==> config.mk <==
export PLATFORM = sky130hd
export DESIGN_NAME = motor_algo_debug_override_regs
export DESIGN_NICKNAME = d
export VERILOG_FILES = /design/src/motor_dbg_pkg.sv /design/src/code_to_signed.sv /design/src/motor_algo_debug_override_regs.sv /design/src/ref_scaler.sv
export SDC_FILE = /design/constraint.sdc
export NUM_CORES = 1
export LEC_CHECK = 0
export BUFFER_PORTS_ARGS = -buffer_cell sky130_fd_sc_hd__buf_2
export CAP_MARGIN = 25
export CORE_UTILIZATION = 25
export CTS_CLUSTER_DIAMETER = 50
export CTS_CLUSTER_SIZE = 40
export DETAILED_ROUTE_END_ITERATION = 7
export HOLD_SLACK_MARGIN = 0.12
export PLACE_DENSITY_LB_ADDON = 0.15
export SETUP_SLACK_MARGIN = 0.3
export SLEW_MARGIN = 20
export SYNTH_ARGS = -nofsm -noshare
export SYNTH_HDL_FRONTEND = slang
export SYNTH_SLANG_ARGS = --single-unit
==> constraint.sdc <==
create_clock -name clk_i -period 60.1 [get_ports clk_i]
set_input_delay 0 -clock clk_i [delete_from_list [all_inputs] [get_ports clk_i]]
set_output_delay 0 -clock clk_i [all_outputs]
set_load 0.01 [all_outputs]
==> src/motor_dbg_pkg.sv <==
package motor_dbg_pkg;
    localparam logic [7:0]  DBG1_OFFSET      = 8'hec;
    localparam logic [7:0]  DBG2_OFFSET      = 8'hee;
    localparam logic [31:0] DBG1_RESET       = 32'h0000_0000;
    localparam logic [31:0] DBG2_RESET       = 32'h0000_0000;
    localparam int          ALIGN_SEL_BIT    = 10;
    localparam int          IQ_LSB           = 0;
    localparam int          CUR_OFF_BIT      = 26;
    localparam int          VD_LSB           = 16;
    localparam int          VQ_LSB           = 6;
    localparam int          MEAS_START_BIT   = 5;
    localparam int          MEAS_R_BIT       = 4;
    localparam int          MEAS_L_BIT       = 3;
    localparam int          MEAS_KE_BIT      = 2;
    localparam int          MEAS_MECH_BIT    = 1;
    localparam int          SHADOW_WR_BIT    = 0;
    localparam logic [31:0] DBG2_WRITE_MASK  = 32'h07ff_ffff;
    localparam logic [9:0]  POS_LIMIT        = 10'h1f4; // 500
    localparam logic [9:0]  NEG_LIMIT        = 10'h200; // 512
    localparam logic [10:0] WRAP_VALUE       = 11'h400; // 1024
    localparam logic [9:0]  FULL_SCALE       = 10'h1f4; // divisor 500
    localparam int          FIELD_W          = 10;
    localparam int          SCALE_W          = 16;
    localparam int          REF_W            = 18;
endpackage

==> src/code_to_signed.sv <==
`timescale 1ns/100ps
`default_nettype none
// maps a 10-bit two's-complement code to a signed numerator over 500
module code_to_signed
    import motor_dbg_pkg::*;
(
    input  wire logic [FIELD_W-1:0] code_i,
    output logic signed [FIELD_W:0] num_o,
    output logic                    valid_o
);
    // 501..511 is the gap; treated as zero and flagged invalid, never written by good software
    always_comb begin
        num_o   = '0;
        valid_o = 1'b1;
        if (code_i < POS_LIMIT) begin
            num_o = $signed({1'b0, code_i});
        end else if (code_i > NEG_LIMIT) begin
            num_o = $signed({1'b0, code_i} - WRAP_VALUE);
        end else if (code_i != POS_LIMIT && code_i != NEG_LIMIT) begin
            valid_o = 1'b0;
        end
    end
endmodule
`default_nettype wire

==> src/motor_algo_debug_override_regs.sv <==
`timescale 1ns/100ps
`default_nettype none
// debug override registers of the field-oriented control algorithm
module motor_algo_debug_override_regs
    import motor_dbg_pkg::*;
(
    input  wire logic                     clk_i,
    input  wire logic                     rst_i,
    input  wire logic                     ce_i,
    input  wire logic [7:0]               reg_addr_i,
    input  wire logic                     reg_wr_i,
    input  wire logic                     reg_rd_i,
    input  wire logic [31:0]              reg_wdata_i,
    output logic [31:0]                   reg_rdata_o,
    input  wire logic [SCALE_W-1:0]       scale_a_i,
    input  wire logic [15:0]              cfg_align_angle_i,
    input  wire logic [15:0]              override_align_angle_i,
    input  wire logic                     speed_loop_off_i,
    input  wire logic                     measure_busy_i,
    output logic [15:0]                   align_angle_o,
    output logic                          speed_loop_off_o,
    output logic                          current_loop_off_o,
    output logic                          torque_ref_override_o,
    output logic signed [REF_W+SCALE_W-1:0] torque_current_ref_o,
    output logic signed [FIELD_W:0]       d_axis_voltage_num_o,
    output logic signed [FIELD_W:0]       q_axis_voltage_num_o,
    output logic                          param_measure_start_o,
    output logic                          measure_resistance_en_o,
    output logic                          measure_inductance_en_o,
    output logic                          measure_backemf_const_en_o,
    output logic                          measure_mechanical_en_o,
    output logic                          measured_to_shadow_write_o,
    output logic                          code_invalid_o
);
    typedef struct packed {
        logic [31:0]              dbg1;
        logic [31:0]              dbg2;
        logic [31:0]              rdata;
        logic                     start_p;
        logic                     shadow_p;
        logic [15:0]              angle;
        logic signed [REF_W+SCALE_W-1:0] iq_ref;
        logic signed [FIELD_W:0]  vd;
        logic signed [FIELD_W:0]  vq;
        logic                     bad;
    } state_t;

    state_t st_r;
    state_t st_nxt;

    logic signed [FIELD_W:0]          iq_num;
    logic signed [FIELD_W:0]          vd_num;
    logic signed [FIELD_W:0]          vq_num;
    logic                             iq_ok;
    logic                             vd_ok;
    logic                             vq_ok;
    logic signed [REF_W+SCALE_W-1:0]  iq_scaled;

    logic        [FIELD_W-1:0]        fld_code [3];
    logic signed [FIELD_W:0]          fld_num  [3];
    logic                             fld_ok   [3];

    // forced reference fields: torque current, d-axis, q-axis
    assign fld_code[0] = st_r.dbg1[IQ_LSB +: FIELD_W];
    assign fld_code[1] = st_r.dbg2[VD_LSB +: FIELD_W];
    assign fld_code[2] = st_r.dbg2[VQ_LSB +: FIELD_W];

    // one decoder per forced reference field
    for (genvar g = 0; g < 3; g++) begin : g_dec
        code_to_signed u_dec (
            .code_i  (fld_code[g]),
            .num_o   (fld_num[g]),
            .valid_o (fld_ok[g])
        );
    end

    // decoded numerators and validity, named per field
    assign iq_num = fld_num[0];
    assign vd_num = fld_num[1];
    assign vq_num = fld_num[2];
    assign iq_ok  = fld_ok[0];
    assign vd_ok  = fld_ok[1];
    assign vq_ok  = fld_ok[2];
    ref_scaler u_iq_scale (
        .num_i   (iq_num),
        .scale_i (scale_a_i),
        .ref_o   (iq_scaled)
    );

    logic wr1;
    logic wr2;
    logic loop_cur_off;

    // register select, shared by the write and read decodes
    function automatic logic addr_hit(input logic [7:0] addr,
                                      input logic [7:0] offs);
        return addr == offs;
    endfunction

    // register writes, one-shot commands and registered outputs
    always_comb begin
        st_nxt          = st_r;
        wr1             = reg_wr_i && addr_hit(reg_addr_i, DBG1_OFFSET);
        wr2             = reg_wr_i && addr_hit(reg_addr_i, DBG2_OFFSET);
        st_nxt.start_p  = 1'b0;
        st_nxt.shadow_p = 1'b0;
        if (wr1) begin
            st_nxt.dbg1 = reg_wdata_i;
        end
        if (wr2) begin
            st_nxt.dbg2 = reg_wdata_i & DBG2_WRITE_MASK;
            st_nxt.start_p  = reg_wdata_i[MEAS_START_BIT];
            st_nxt.shadow_p = reg_wdata_i[SHADOW_WR_BIT];
        end
        // first register is write-only; second reads back its fields
        st_nxt.rdata = '0;
        if (reg_rd_i && addr_hit(reg_addr_i, DBG2_OFFSET)) begin
            st_nxt.rdata = st_r.dbg2 & DBG2_WRITE_MASK;
        end
        st_nxt.angle = st_r.dbg1[ALIGN_SEL_BIT] ? override_align_angle_i
                                                : cfg_align_angle_i;
        loop_cur_off = st_r.dbg2[CUR_OFF_BIT];
        // rule 3 and 4 via decoder; torque ref zero unless speed loop is off, voltages zero unless current loop is off
        st_nxt.iq_ref = (speed_loop_off_i || loop_cur_off)
                        ? iq_scaled : '0;
        st_nxt.vd = loop_cur_off ? vd_num : '0;
        st_nxt.vq = loop_cur_off ? vq_num : '0;
        // flags gap codes; software must avoid them
        st_nxt.bad = !iq_ok || !vd_ok || !vq_ok;
    end

    // single state register, frozen when clock enable is low except during reset
    always_ff @(posedge clk_i) begin
        if (rst_i) begin
            st_r       <= '0;
            st_r.dbg1  <= DBG1_RESET;
            st_r.dbg2  <= DBG2_RESET;
        end else if (ce_i) begin
            st_r <= st_nxt;
        end
    end

    // outputs
    assign reg_rdata_o                = st_r.rdata;
    assign align_angle_o              = st_r.angle;
    assign current_loop_off_o         = st_r.dbg2[CUR_OFF_BIT];
    assign speed_loop_off_o           = speed_loop_off_i
                                        || st_r.dbg2[CUR_OFF_BIT];
    assign torque_ref_override_o      = speed_loop_off_o;
    assign torque_current_ref_o       = st_r.iq_ref;
    assign d_axis_voltage_num_o       = st_r.vd;
    assign q_axis_voltage_num_o       = st_r.vq;
    // start ignored while a run is busy: avoids restart mid-measurement
    assign param_measure_start_o      = st_r.start_p && !measure_busy_i;
    assign measure_resistance_en_o    = st_r.dbg2[MEAS_R_BIT];
    assign measure_inductance_en_o    = st_r.dbg2[MEAS_L_BIT];
    assign measure_backemf_const_en_o = st_r.dbg2[MEAS_KE_BIT];
    assign measure_mechanical_en_o    = st_r.dbg2[MEAS_MECH_BIT];
    assign measured_to_shadow_write_o = st_r.shadow_p;
    assign code_invalid_o             = st_r.bad;
endmodule
`default_nettype wire

==> src/ref_scaler.sv <==
`timescale 1ns/100ps
`default_nettype none
// forms num * scale / 500 as a signed fixed-point reference
module ref_scaler
    import motor_dbg_pkg::*;
(
    input  wire logic signed [FIELD_W:0]   num_i,
    input  wire logic        [SCALE_W-1:0] scale_i,
    output logic signed      [REF_W+SCALE_W-1:0] ref_o
);
    logic signed [FIELD_W+SCALE_W+1:0] prod;
    // division kept combinational: the loops update slowly at 10 MHz
    always_comb begin
        prod  = num_i * $signed({1'b0, scale_i});
        ref_o = (REF_W+SCALE_W)'(prod / $signed({1'b0, FULL_SCALE}));
    end
endmodule
`default_nettype wire

==> results.md, run 1 <==
Run status:
- The run finished with clean final reports.

Synthesis:
- The number of cells produced by synthesis is 2,506.
- The Yosys step of the flow raised 0 warnings.
- A synthesized cell averages 7.74 sq um.
- The share of synthesized registers carrying an async set or reset is 0%.
- After synthesis the cells add up to 0.0194 sq mm.
- The synthesized design contains 140 register bits.
- The count of distinct cell types in the synthesized netlist is 121.
- The part of the Yosys area used for sequential elements is 14.5%.
- The number of enable flip-flop cells after synthesis is 0.
- In the synthesized netlist the dominant register cell turns out to be sky130_fd_sc_hd__dfxtp_1.

Drt:
- The number of iterations in the first detailed-routing pass is 8.
- Using the TritonRoute via totals, the vias-per-cell ratio works out to 5.05.
- The final wirelength is 61.4 mm.
- Dividing the detail-routed wire length by the instance count gives 16.9 um.
- The violation count after the first detailed-routing iteration is 1,293.
- Once detail routing completed, the nets flagged for antenna violations numbered 0.
- For this block, the via count after detailed routing is 18,300.
- The final routed DRC violation total is 0.

Timing:
- The sum of negative setup slack is 0 ns.
- The final period demand of the worst path is 25.84 ns.
- Setup repair after global routing left no endpoint under its margin.
- The final worst-path setup slack is 34.26 ns.
- Derived from the worst setup path, the maximum achievable clock frequency is 38.7 MHz.
- The final-report setup violation count is 0.
- The worst max-slew margin expressed relative to the limit is 32.5%.
- The number of endpoints with negative hold slack in the final report is 0.
- The number of max-slew violations in the final report was 0.
- Between clock sinks in the finished design, the worst skew comes to 0.0111 ns.
- Dividing the final minimum period by the clock period gives 43.0%.
- The slew of the pin with the lowest slew margin is 1.01 ns.
- The worst hold slack is 0.167 ns.

Flow run:
- The max-capacitance violation count is 0.

Floorplan:
- The floorplan row count is 101.
- The y dimension of the die is 281 um.
- Once the floorplan was initialized, standard cells occupied 25.4% of the core.
- The total area inside the core boundary comes to 0.0763 sq mm.
- Pin placement for this block handled 209 I/O pins.
- The floorplan die area is 0.0787 sq mm.
- The die is 281 um wide.

Clock network:
- The clock root buffer is sky130_fd_sc_hd__clkbuf_16.
- The number of CTS-inserted buffers is 17.
- TritonCTS built the clock tree.
- The number of buffers between clock root and the deepest sink is 2.
- The number of sinks handled by clock tree synthesis is 140.
- The clock transition at the register clock pins on the worst setup and hold paths after CTS is 0.06 ns.
- The H-tree was split into 4 levels.
- The insertion delay of the later-clocked pin in the worst-skew pair is 0.43 ns.
- Buffers added to address setup during post-CTS repair amount to 0.
- Once the clock tree was built, the resizer swapped 0 gates to a different size.
- The number of hold buffers added after CTS was 64.

Layout:
- The share of post-route cells with drive strength above 1 is 14.7%.
- The most common cell after layout, fill and taps aside is sky130_fd_sc_hd__nand2_1.
- The final instance count without filler cells is 3,628.
- The count of filler cells inserted in the layout is 8,328.
- The number of antenna diodes in the final layout is 0.
- The multi-input combinational cells in the finished layout cover a total of 0.0147 sq mm.
- The library cells used most frequently in the layout, excluding fill and tap cells, are sky130_fd_sc_hd__nand2_1, sky130_fd_sc_hd__nor2_1, sky130_fd_sc_hd__buf_2, sky130_fd_sc_hd__a21oi_1, sky130_fd_sc_hd__inv_1.
- The number of nets in the final layout is 2,889.
- Across the whole layout, storage elements account for 0.00280 sq mm.
- From synthesis to final layout, the design area changed by 13.3%.

GRT:
- The total routing resource utilization after global routing is 15.4%.
- The via count of the first global-routing pass is 17,900.
- The global-route wire length before repair is 98.6 mm.
- Entering global routing, the biggest net connects 72 pins.
- The initial antenna violation count is 1.
- The overflow left after global routing is 0.

Worst setup path:
- On the critical path, the stage with the largest delay is an instance of sky130_fd_sc_hd__mux2i_1.
- The setup slack of the most critical reg-to-reg path is 34.26 ns.
- The endpoint class of the critical path is a flop.
- For the worst setup path, the data required time is 60.45 ns.
- The critical-path maximum fanout is 15.
- For the worst setup path, the data arrival time is 26.19 ns.
- The critical path class is flop to flop.
- The startpoint type of the worst setup path is a flop.
- In this design, the stage delay of the slowest critical-path cell is 0.87 ns.

Place:
- The number of buffers inserted by port buffering is 198.
- The final weighted congestion of routability-driven global placement is 0.845.
- Once detailed placement completed, the half-perimeter wirelength came to 47.9 mm.
- The worst-case setup slack after placement is 33.92 ns.
- After detailed placement, the design holds a cell count of 3,529.

Power:
- The design draws 0.230 mW.
- For this design the ratio of total power to cell area is 10.5 mW/mm^2.
- The analysis attributes to cell leakage a power of 9.26 nW.
- The largest voltage drop on the vdd net is 0.0161 mV.

Min path:
- The type of the most critical hold path is input pin to flop.
==> worst paths after layout <==
kind | from | endpoint | cells after the start
setup / recovery | fld_code[22] | torque_current_ref_o[24] | 72
hold / removal | reg_addr_i[1] | st_r[149] | 5
setup reg to reg | fld_code[22] | torque_current_ref_o[24] | 72
hold reg to reg | torque_current_ref_o[21] | torque_current_ref_o[21] | 1
==> cells by family (layout without fill, tap and decap cells) <==
family | after synthesis | count (layout) | synth area share, %
XOR/XNOR | 117 | 117 | 5.69
AND/OR/NAND/NOR | 925 | 925 | 23.4
flip-flops | 140 | 140 | 14.5
multiplexers | 72 | 72 | 3.85
AO/OA/AOI/OAI | 628 | 628 | 23.8
buffers and inverters | 407 | 495 | 10.1
other | 1 | 5 | 0.0193
adder cells (fa/ha/maj) | 216 | 216 | 18.7
==> through the flow <==
stage	area [sq um]	util, %
final	22000	28.8
after global routing	22000	28.8
after CTS	21900	28.7
after detailed placement	20600	27.0
after global placement	20600	27.0
after floorplan	19400	-
==> worst max-delay path, delay by kind of cell, from the launching register on <==
family | cells | cell delay [ns]
multiplexers | 4 | 1.68
flip-flops | 1 | 0.35
XOR/XNOR | 3 | 1.03
adder cells (fa/ha/maj) | 7 | 3.28
buffers and inverters | 5 | 0.80
AND/OR/NAND/NOR | 22 | 5.51
AO/OA/AOI/OAI | 31 | 13.08
==> synthesized netlist by cell type (10+ instances only) <==
cell / number / area [sq um]
sky130_fd_sc_hd__buf_2: 16 / 80.1
sky130_fd_sc_hd__o21a_1: 16 / 120
sky130_fd_sc_hd__and2_1: 93 / 582
sky130_fd_sc_hd__nand3_1: 75 / 375
sky130_fd_sc_hd__o221ai_1: 14 / 123
sky130_fd_sc_hd__inv_1: 171 / 642
sky130_fd_sc_hd__or2_2: 14 / 87.6
sky130_fd_sc_hd__nor2b_1: 14 / 87.6
sky130_fd_sc_hd__buf_4: 108 / 811
sky130_fd_sc_hd__a21o_1: 30 / 225
sky130_fd_sc_hd__a32oi_1: 10 / 87.6
sky130_fd_sc_hd__a31oi_1: 27 / 169
sky130_fd_sc_hd__and3_1: 38 / 238
sky130_fd_sc_hd__nand4_1: 22 / 138
sky130_fd_sc_hd__a22oi_1: 28 / 210
sky130_fd_sc_hd__nor3_1: 48 / 240
sky130_fd_sc_hd__a211oi_1: 45 / 338
sky130_fd_sc_hd__o211ai_1: 19 / 143
sky130_fd_sc_hd__a21oi_1: 178 / 891
sky130_fd_sc_hd__buf_1: 13 / 48.8
sky130_fd_sc_hd__nor2_1: 213 / 800
sky130_fd_sc_hd__clkbuf_1: 98 / 368
sky130_fd_sc_hd__ha_1: 83 / 1040
sky130_fd_sc_hd__nand2_1: 295 / 1110
sky130_fd_sc_hd__o21ai_0: 66 / 330
sky130_fd_sc_hd__xor2_1: 36 / 315
sky130_fd_sc_hd__mux2i_1: 59 / 591
sky130_fd_sc_hd__nor4_1: 17 / 106
sky130_fd_sc_hd__or3_1: 18 / 113
sky130_fd_sc_hd__fa_1: 126 / 2520
sky130_fd_sc_hd__o31ai_1: 10 / 75.1
sky130_fd_sc_hd__nand2b_1: 19 / 119
sky130_fd_sc_hd__dfxtp_1: 140 / 2800
sky130_fd_sc_hd__xnor2_1: 72 / 631
sky130_fd_sc_hd__o21ai_1: 15 / 75.1
==> metal layers <==
layer / track usage, % / up-vias / wire length (um) / share of wire [%]
met5: 0 / - / 0 / 0
met4: 4.18 / 0 / 1170 / 1.9
met3: 1.52 / 48 / 2090 / 3.4
met2: 25.9 / 393 / 29600 / 48
met1: 20.7 / 8999 / 28600 / 47
li1: - / 8899 / - / -
==> state kept, by name, summed over array words and instances (netlist names), 4 cells and up <==
register,flops
torque_current_ref_o,34
fld_code,30
reg_rdata_o,27
align_angle_o,16
d_axis_voltage_num_o,11
q_axis_voltage_num_o,11
st_r,4
==> final cells by class <==
class,count,area share (%)
multi-input combinational,1963,67.0
clock buffer,18,2.00
clock inverter,14,0.940
tap,1030,5.87
inverter,172,2.94
sequential,140,12.8
timing repair buffer,291,8.50
==> where the power goes <==
part | internal, mW | switching (mW)
logic | 0.00800 | 0.0124
clock network | 0.0714 | 0.0445
registers | 0.0936 | 0.000400
No activity file was read; power rests on OpenSTA's default activity.
==> run 2, diff against run 1 <==
ABC_AREA = 1   (was default)
clock period = 24.2 ns   (was 60.1 ns; I/O delays follow)
==> run 2 against run 1 <==
Effect of this change: critical path depth is 66 higher; count of clock-buffer cells in the layout is 1 higher; via count is 7.7% lower; critical path type unchanged; first-iteration DRC count is 29% lower.
==> results.md, run 2 <==
Clock network:
- The clock root buffer is sky130_fd_sc_hd__clkbuf_16.
- TritonCTS built the clock tree.
- The clock transition at the register clock pins on the worst setup and hold paths after CTS is 0.07 ns.
- The number of hold buffers added after CTS was 66.
- Counting every sink on the clock net gives 140.
- The number of buffers inserted to repair setup after CTS is 0.
- The number of gates resized after CTS is 0.
- The H-tree depth is 4.
- The number of buffers between clock root and the deepest sink is 2.
- The number of CTS-inserted buffers is 17.
- The clock reaches the later pin of the worst-skew pair after 0.43 ns.

Drt:
- The final wirelength is 55.7 mm.
- In the routed design, unresolved DRC markers number 0.
- The ratio of routed vias to standard cells is 4.33.
- In the final routed layout, each cell accounts on average for 14.3 um.
- The count of nets left with antenna violations once routing finished came out at 0.
- In this run, the number of DRC markers left after iteration 0 of detailed routing was 921.
- The number of iterations in the first detailed-routing pass is 5.
- Detailed routing inserted a total of 16,900 vias.

Layout:
- Relative to the synthesized area, the layout overhead comes to 14.3%.
- The utilization after layout is 28.9%.
- After filler insertion, the fill cell instance count of the layout stands at 8,124.
- The antenna diode count is 0.
- The register with the most flip-flops in the layout has 34 of them.
- The most common cell after layout, fill and taps aside is sky130_fd_sc_hd__nand2_1.
- At the end of the flow, the number of nets in the layout was 3,251.
- The finished layout holds 3,910 standard cells, fillers aside.
- The post-route netlist has 15.7% of its cells at a drive strength greater than 1.
- The library cells used most frequently in the layout, excluding fill and tap cells, are sky130_fd_sc_hd__nand2_1, sky130_fd_sc_hd__inv_1, sky130_fd_sc_hd__nor2_1, sky130_fd_sc_hd__nand3_1, sky130_fd_sc_hd__buf_2.
- The final standard cell area without fillers is 0.0206 sq mm.

Place:
- The congestion estimate from routability-driven global placement came to 0.790.
- The number of buffers inserted by port buffering is 198.
- The wire-length estimate of the detail-placed layout is 45.9 mm.
- The cell count after placement is 3,812.
- In this run the cell area measured after placement is 0.0193 sq mm.

Floorplan:
- The die covers 0.0733 sq mm.
- The floorplan row count is 98.
- The horizontal die dimension is 271 um.
- For this design the top-level I/O count stands at 209.
- In this run the vertical extent of the chip is 271 um.
- The initial utilization of the core area, before any placement, comes to 25.3%.
- The area of the core is 0.0715 sq mm.

Power:
- The total power per unit cell area is 30.6 mW/mm^2.
- The largest voltage drop on the vdd net is 0.0373 mV.
- The static leakage power is 11.0 nW.

Timing:
- The slew of the pin with the lowest slew margin is 1.01 ns.
- The worst max-slew margin expressed relative to the limit is 32.1%.
- Setup total negative slack on the finished layout was measured at 0 ns.
- The final period demand of the worst path is 19.89 ns.
- The final-report setup violation count is 0.
- Setup repair after global routing left no endpoint under its margin.
- Derived from the worst setup path, the maximum achievable clock frequency is 50.3 MHz.
- The number of endpoints with negative hold slack in the final report was 0.
- On the final layout, the worst clock skew is 0.0110 ns.
- The number of max-slew violations in the final report came to 0.
- The final critical path takes up 82.2% of the cycle.

Synthesis:
- Yosys attributes the largest share of cell area to sky130_fd_sc_hd__dfxtp_1, sky130_fd_sc_hd__nand2_1, sky130_fd_sc_hd__fa_1.
- The mean instance size in the synthesized netlist is 6.41 sq um.
- The top cell type by area accounts for 15.5% of the synthesized area.
- The part of the Yosys area used for sequential elements is 15.5%.
- The most instantiated flip-flop cell in the synthesis netlist is sky130_fd_sc_hd__dfxtp_1.
- Counting flops with an async set or reset pin after synthesis yields a share of 0%.
- sky130_fd_sc_hd__nand2_1 is the most common cell in the netlist.
- The commonest cells after synthesis are sky130_fd_sc_hd__nand2_1, sky130_fd_sc_hd__inv_1, sky130_fd_sc_hd__nor2_1.
- The number of warnings issued by yosys is 0.
- After synthesis the cells add up to 0.0181 sq mm.
- Counting flops and latches in the post-synthesis netlist gives 140.
- The number of enable flip-flop cells after synthesis is 0.
- The dominant cell type by area after synthesis is sky130_fd_sc_hd__dfxtp_1.
- The cell count after synthesis came out at 2,817.
- The count of distinct cell types in the synthesized netlist is 50.

Worst setup path:
- The terminus of the critical flop-to-flop path is torque_current_ref_o[32].
- For the worst setup path, the data arrival time is 20.18 ns.
- The startpoint type of the worst setup path is a flop.
- The data required time of the critical path is 24.49 ns.
- The endpoint class of the critical path is a flop.
- The cell type of the slowest stage on the worst timing path is sky130_fd_sc_hd__inv_1.
- The critical-path maximum fanout is 47.
- The critical path is of the flop to flop type.
- The cell with the most instances on the worst path is sky130_fd_sc_hd__nand2_2.
- The launching point of the worst reg2reg path is fld_code[20].
- The setup slack of the most critical reg-to-reg path is 4.31 ns.
- The delay of the slowest cell on the worst path is 0.65 ns.
- The number of cells on the worst reg-to-reg path is 138.

GRT:
- The via count of the first global-routing pass is 16,700.
- Entering global routing, the biggest net connects 80 pins.
- The initial antenna violation count is 0.
- The first global-routing pass estimated 90.7 mm of wire.
- Summed over all layers, the global routing overflow is 0.
- The total routing resource utilization after global routing is 15.2%.

Flow run:
- Max-cap violations in this run came to 0.

Min path:
- For hold timing, the worst endpoint is reg_rdata_o[25].
- The number of stages on the worst hold path is 6.
- The type of the most critical hold path is input pin to flop.
- The launch point of the worst hold path is reg_rd_i.

Run status:
- The flow ran to the end, and the final reports show no timing, DRC or antenna violations.
run 2: changes by cell type after synthesis, sizes merged, moves of 38 or more:
cell | before | now
and3 | 38 | 0
inv | 172 | 474
xnor2 | 80 | 4
mux2i | 63 | 0
clkbuf | 98 | 46
nand2 | 295 | 808
and2 | 94 | 4
nand3 | 75 | 268
a211oi | 48 | 0
a21oi | 187 | 147
nor2 | 215 | 298
run 2: worst max-delay path, delay by kind of cell (launching register included):
| kind | cells | cell delay (ns) |
|---|---|---|
| and+or+nand+nor | 102 | 11.81 |
| adders and majority gates | 7 | 3.28 |
| buffers and inverters | 23 | 2.69 |
| AOI/OAI and AO/OA | 6 | 1.51 |
| DFF | 1 | 0.36 |
run 2: where the power goes:
group | total, mW | internal, mW | switching, mW
clock | 0.317 | 0.205 | 0.112
sequential | 0.235 | 0.233 | 0.00143
combinational | 0.0809 | 0.0287 | 0.0522
total | 0.632 | 0.467 | 0.165
run 2: worst max-delay path by stage:
stage / from / endpoint / slack, ns / depth (start not counted)
global placement: fld_code[20] / torque_current_ref_o[32] / 4.02 / 139
floorplan: fld_code[22] / torque_current_ref_o[16] / 8.58 / 138
finish: fld_code[20] / torque_current_ref_o[32] / 4.31 / 138
CTS: fld_code[20] / torque_current_ref_o[32] / 4.03 / 136
detailed placement: fld_code[23] / torque_current_ref_o[22] / 4.07 / 137
global route: fld_code[20] / torque_current_ref_o[32] / 1.62 / 133
run 2: per-layer routing:
metal | GRT usage (%) | vias to the layer above | part of all wire [%] | wire, um
met4 | 1.89 | 0 | 0.67 | 372
met1 | 22.2 | 7781 | 52 | 28900
met5 | 0 | - | 0 | 0
met2 | 24.9 | 174 | 45 | 25300
met3 | 1.22 | 28 | 2.1 | 1170
li1 | - | 8948 | - | -
run 2: cells by family (layout without fill, tap and decap cells):
| logic type | Yosys count | count (layout) | synth area share (%) |
|---|---|---|---|
| AO/OA/AOI/OAI | 312 | 312 | 10.1 |
| adder cells (fa/ha/maj) | 209 | 209 | 19.7 |
| XOR/XNOR | 53 | 53 | 2.57 |
| flip-flops | 140 | 140 | 15.5 |
| other | 1 | 5 | 0.0208 |
| buffers and inverters | 655 | 794 | 16.0 |
| AND/OR/NAND/NOR | 1447 | 1447 | 36.1 |
run 2: layout make-up:
type | count | area (sq um) | share of cell area (%)
inverters | 483 | 1810 | 8.78
clock inverters | 13 | 260 | 1.26
multi-input cells | 2026 | 12400 | 60.0
repair buffers | 279 | 1760 | 8.55
flip-flops and latches | 140 | 2800 | 13.6
well taps | 950 | 1190 | 5.76
clock buffers | 19 | 433 | 2.10
run 2: through the flow:
step | total power, mW | worst slack, ns | hold WS, ns
2_1_floorplan | 0.289 | 8.58 | 0.0475
3_3_place_gp | 0.313 | 4.02 | 0.227
3_5_place_dp | 0.312 | 4.07 | 0.229
4_1_cts | 0.640 | 4.03 | 0.176
5_1_grt | 0.658 | 1.62 | 0.216
6_report | 0.632 | 4.31 | 0.196
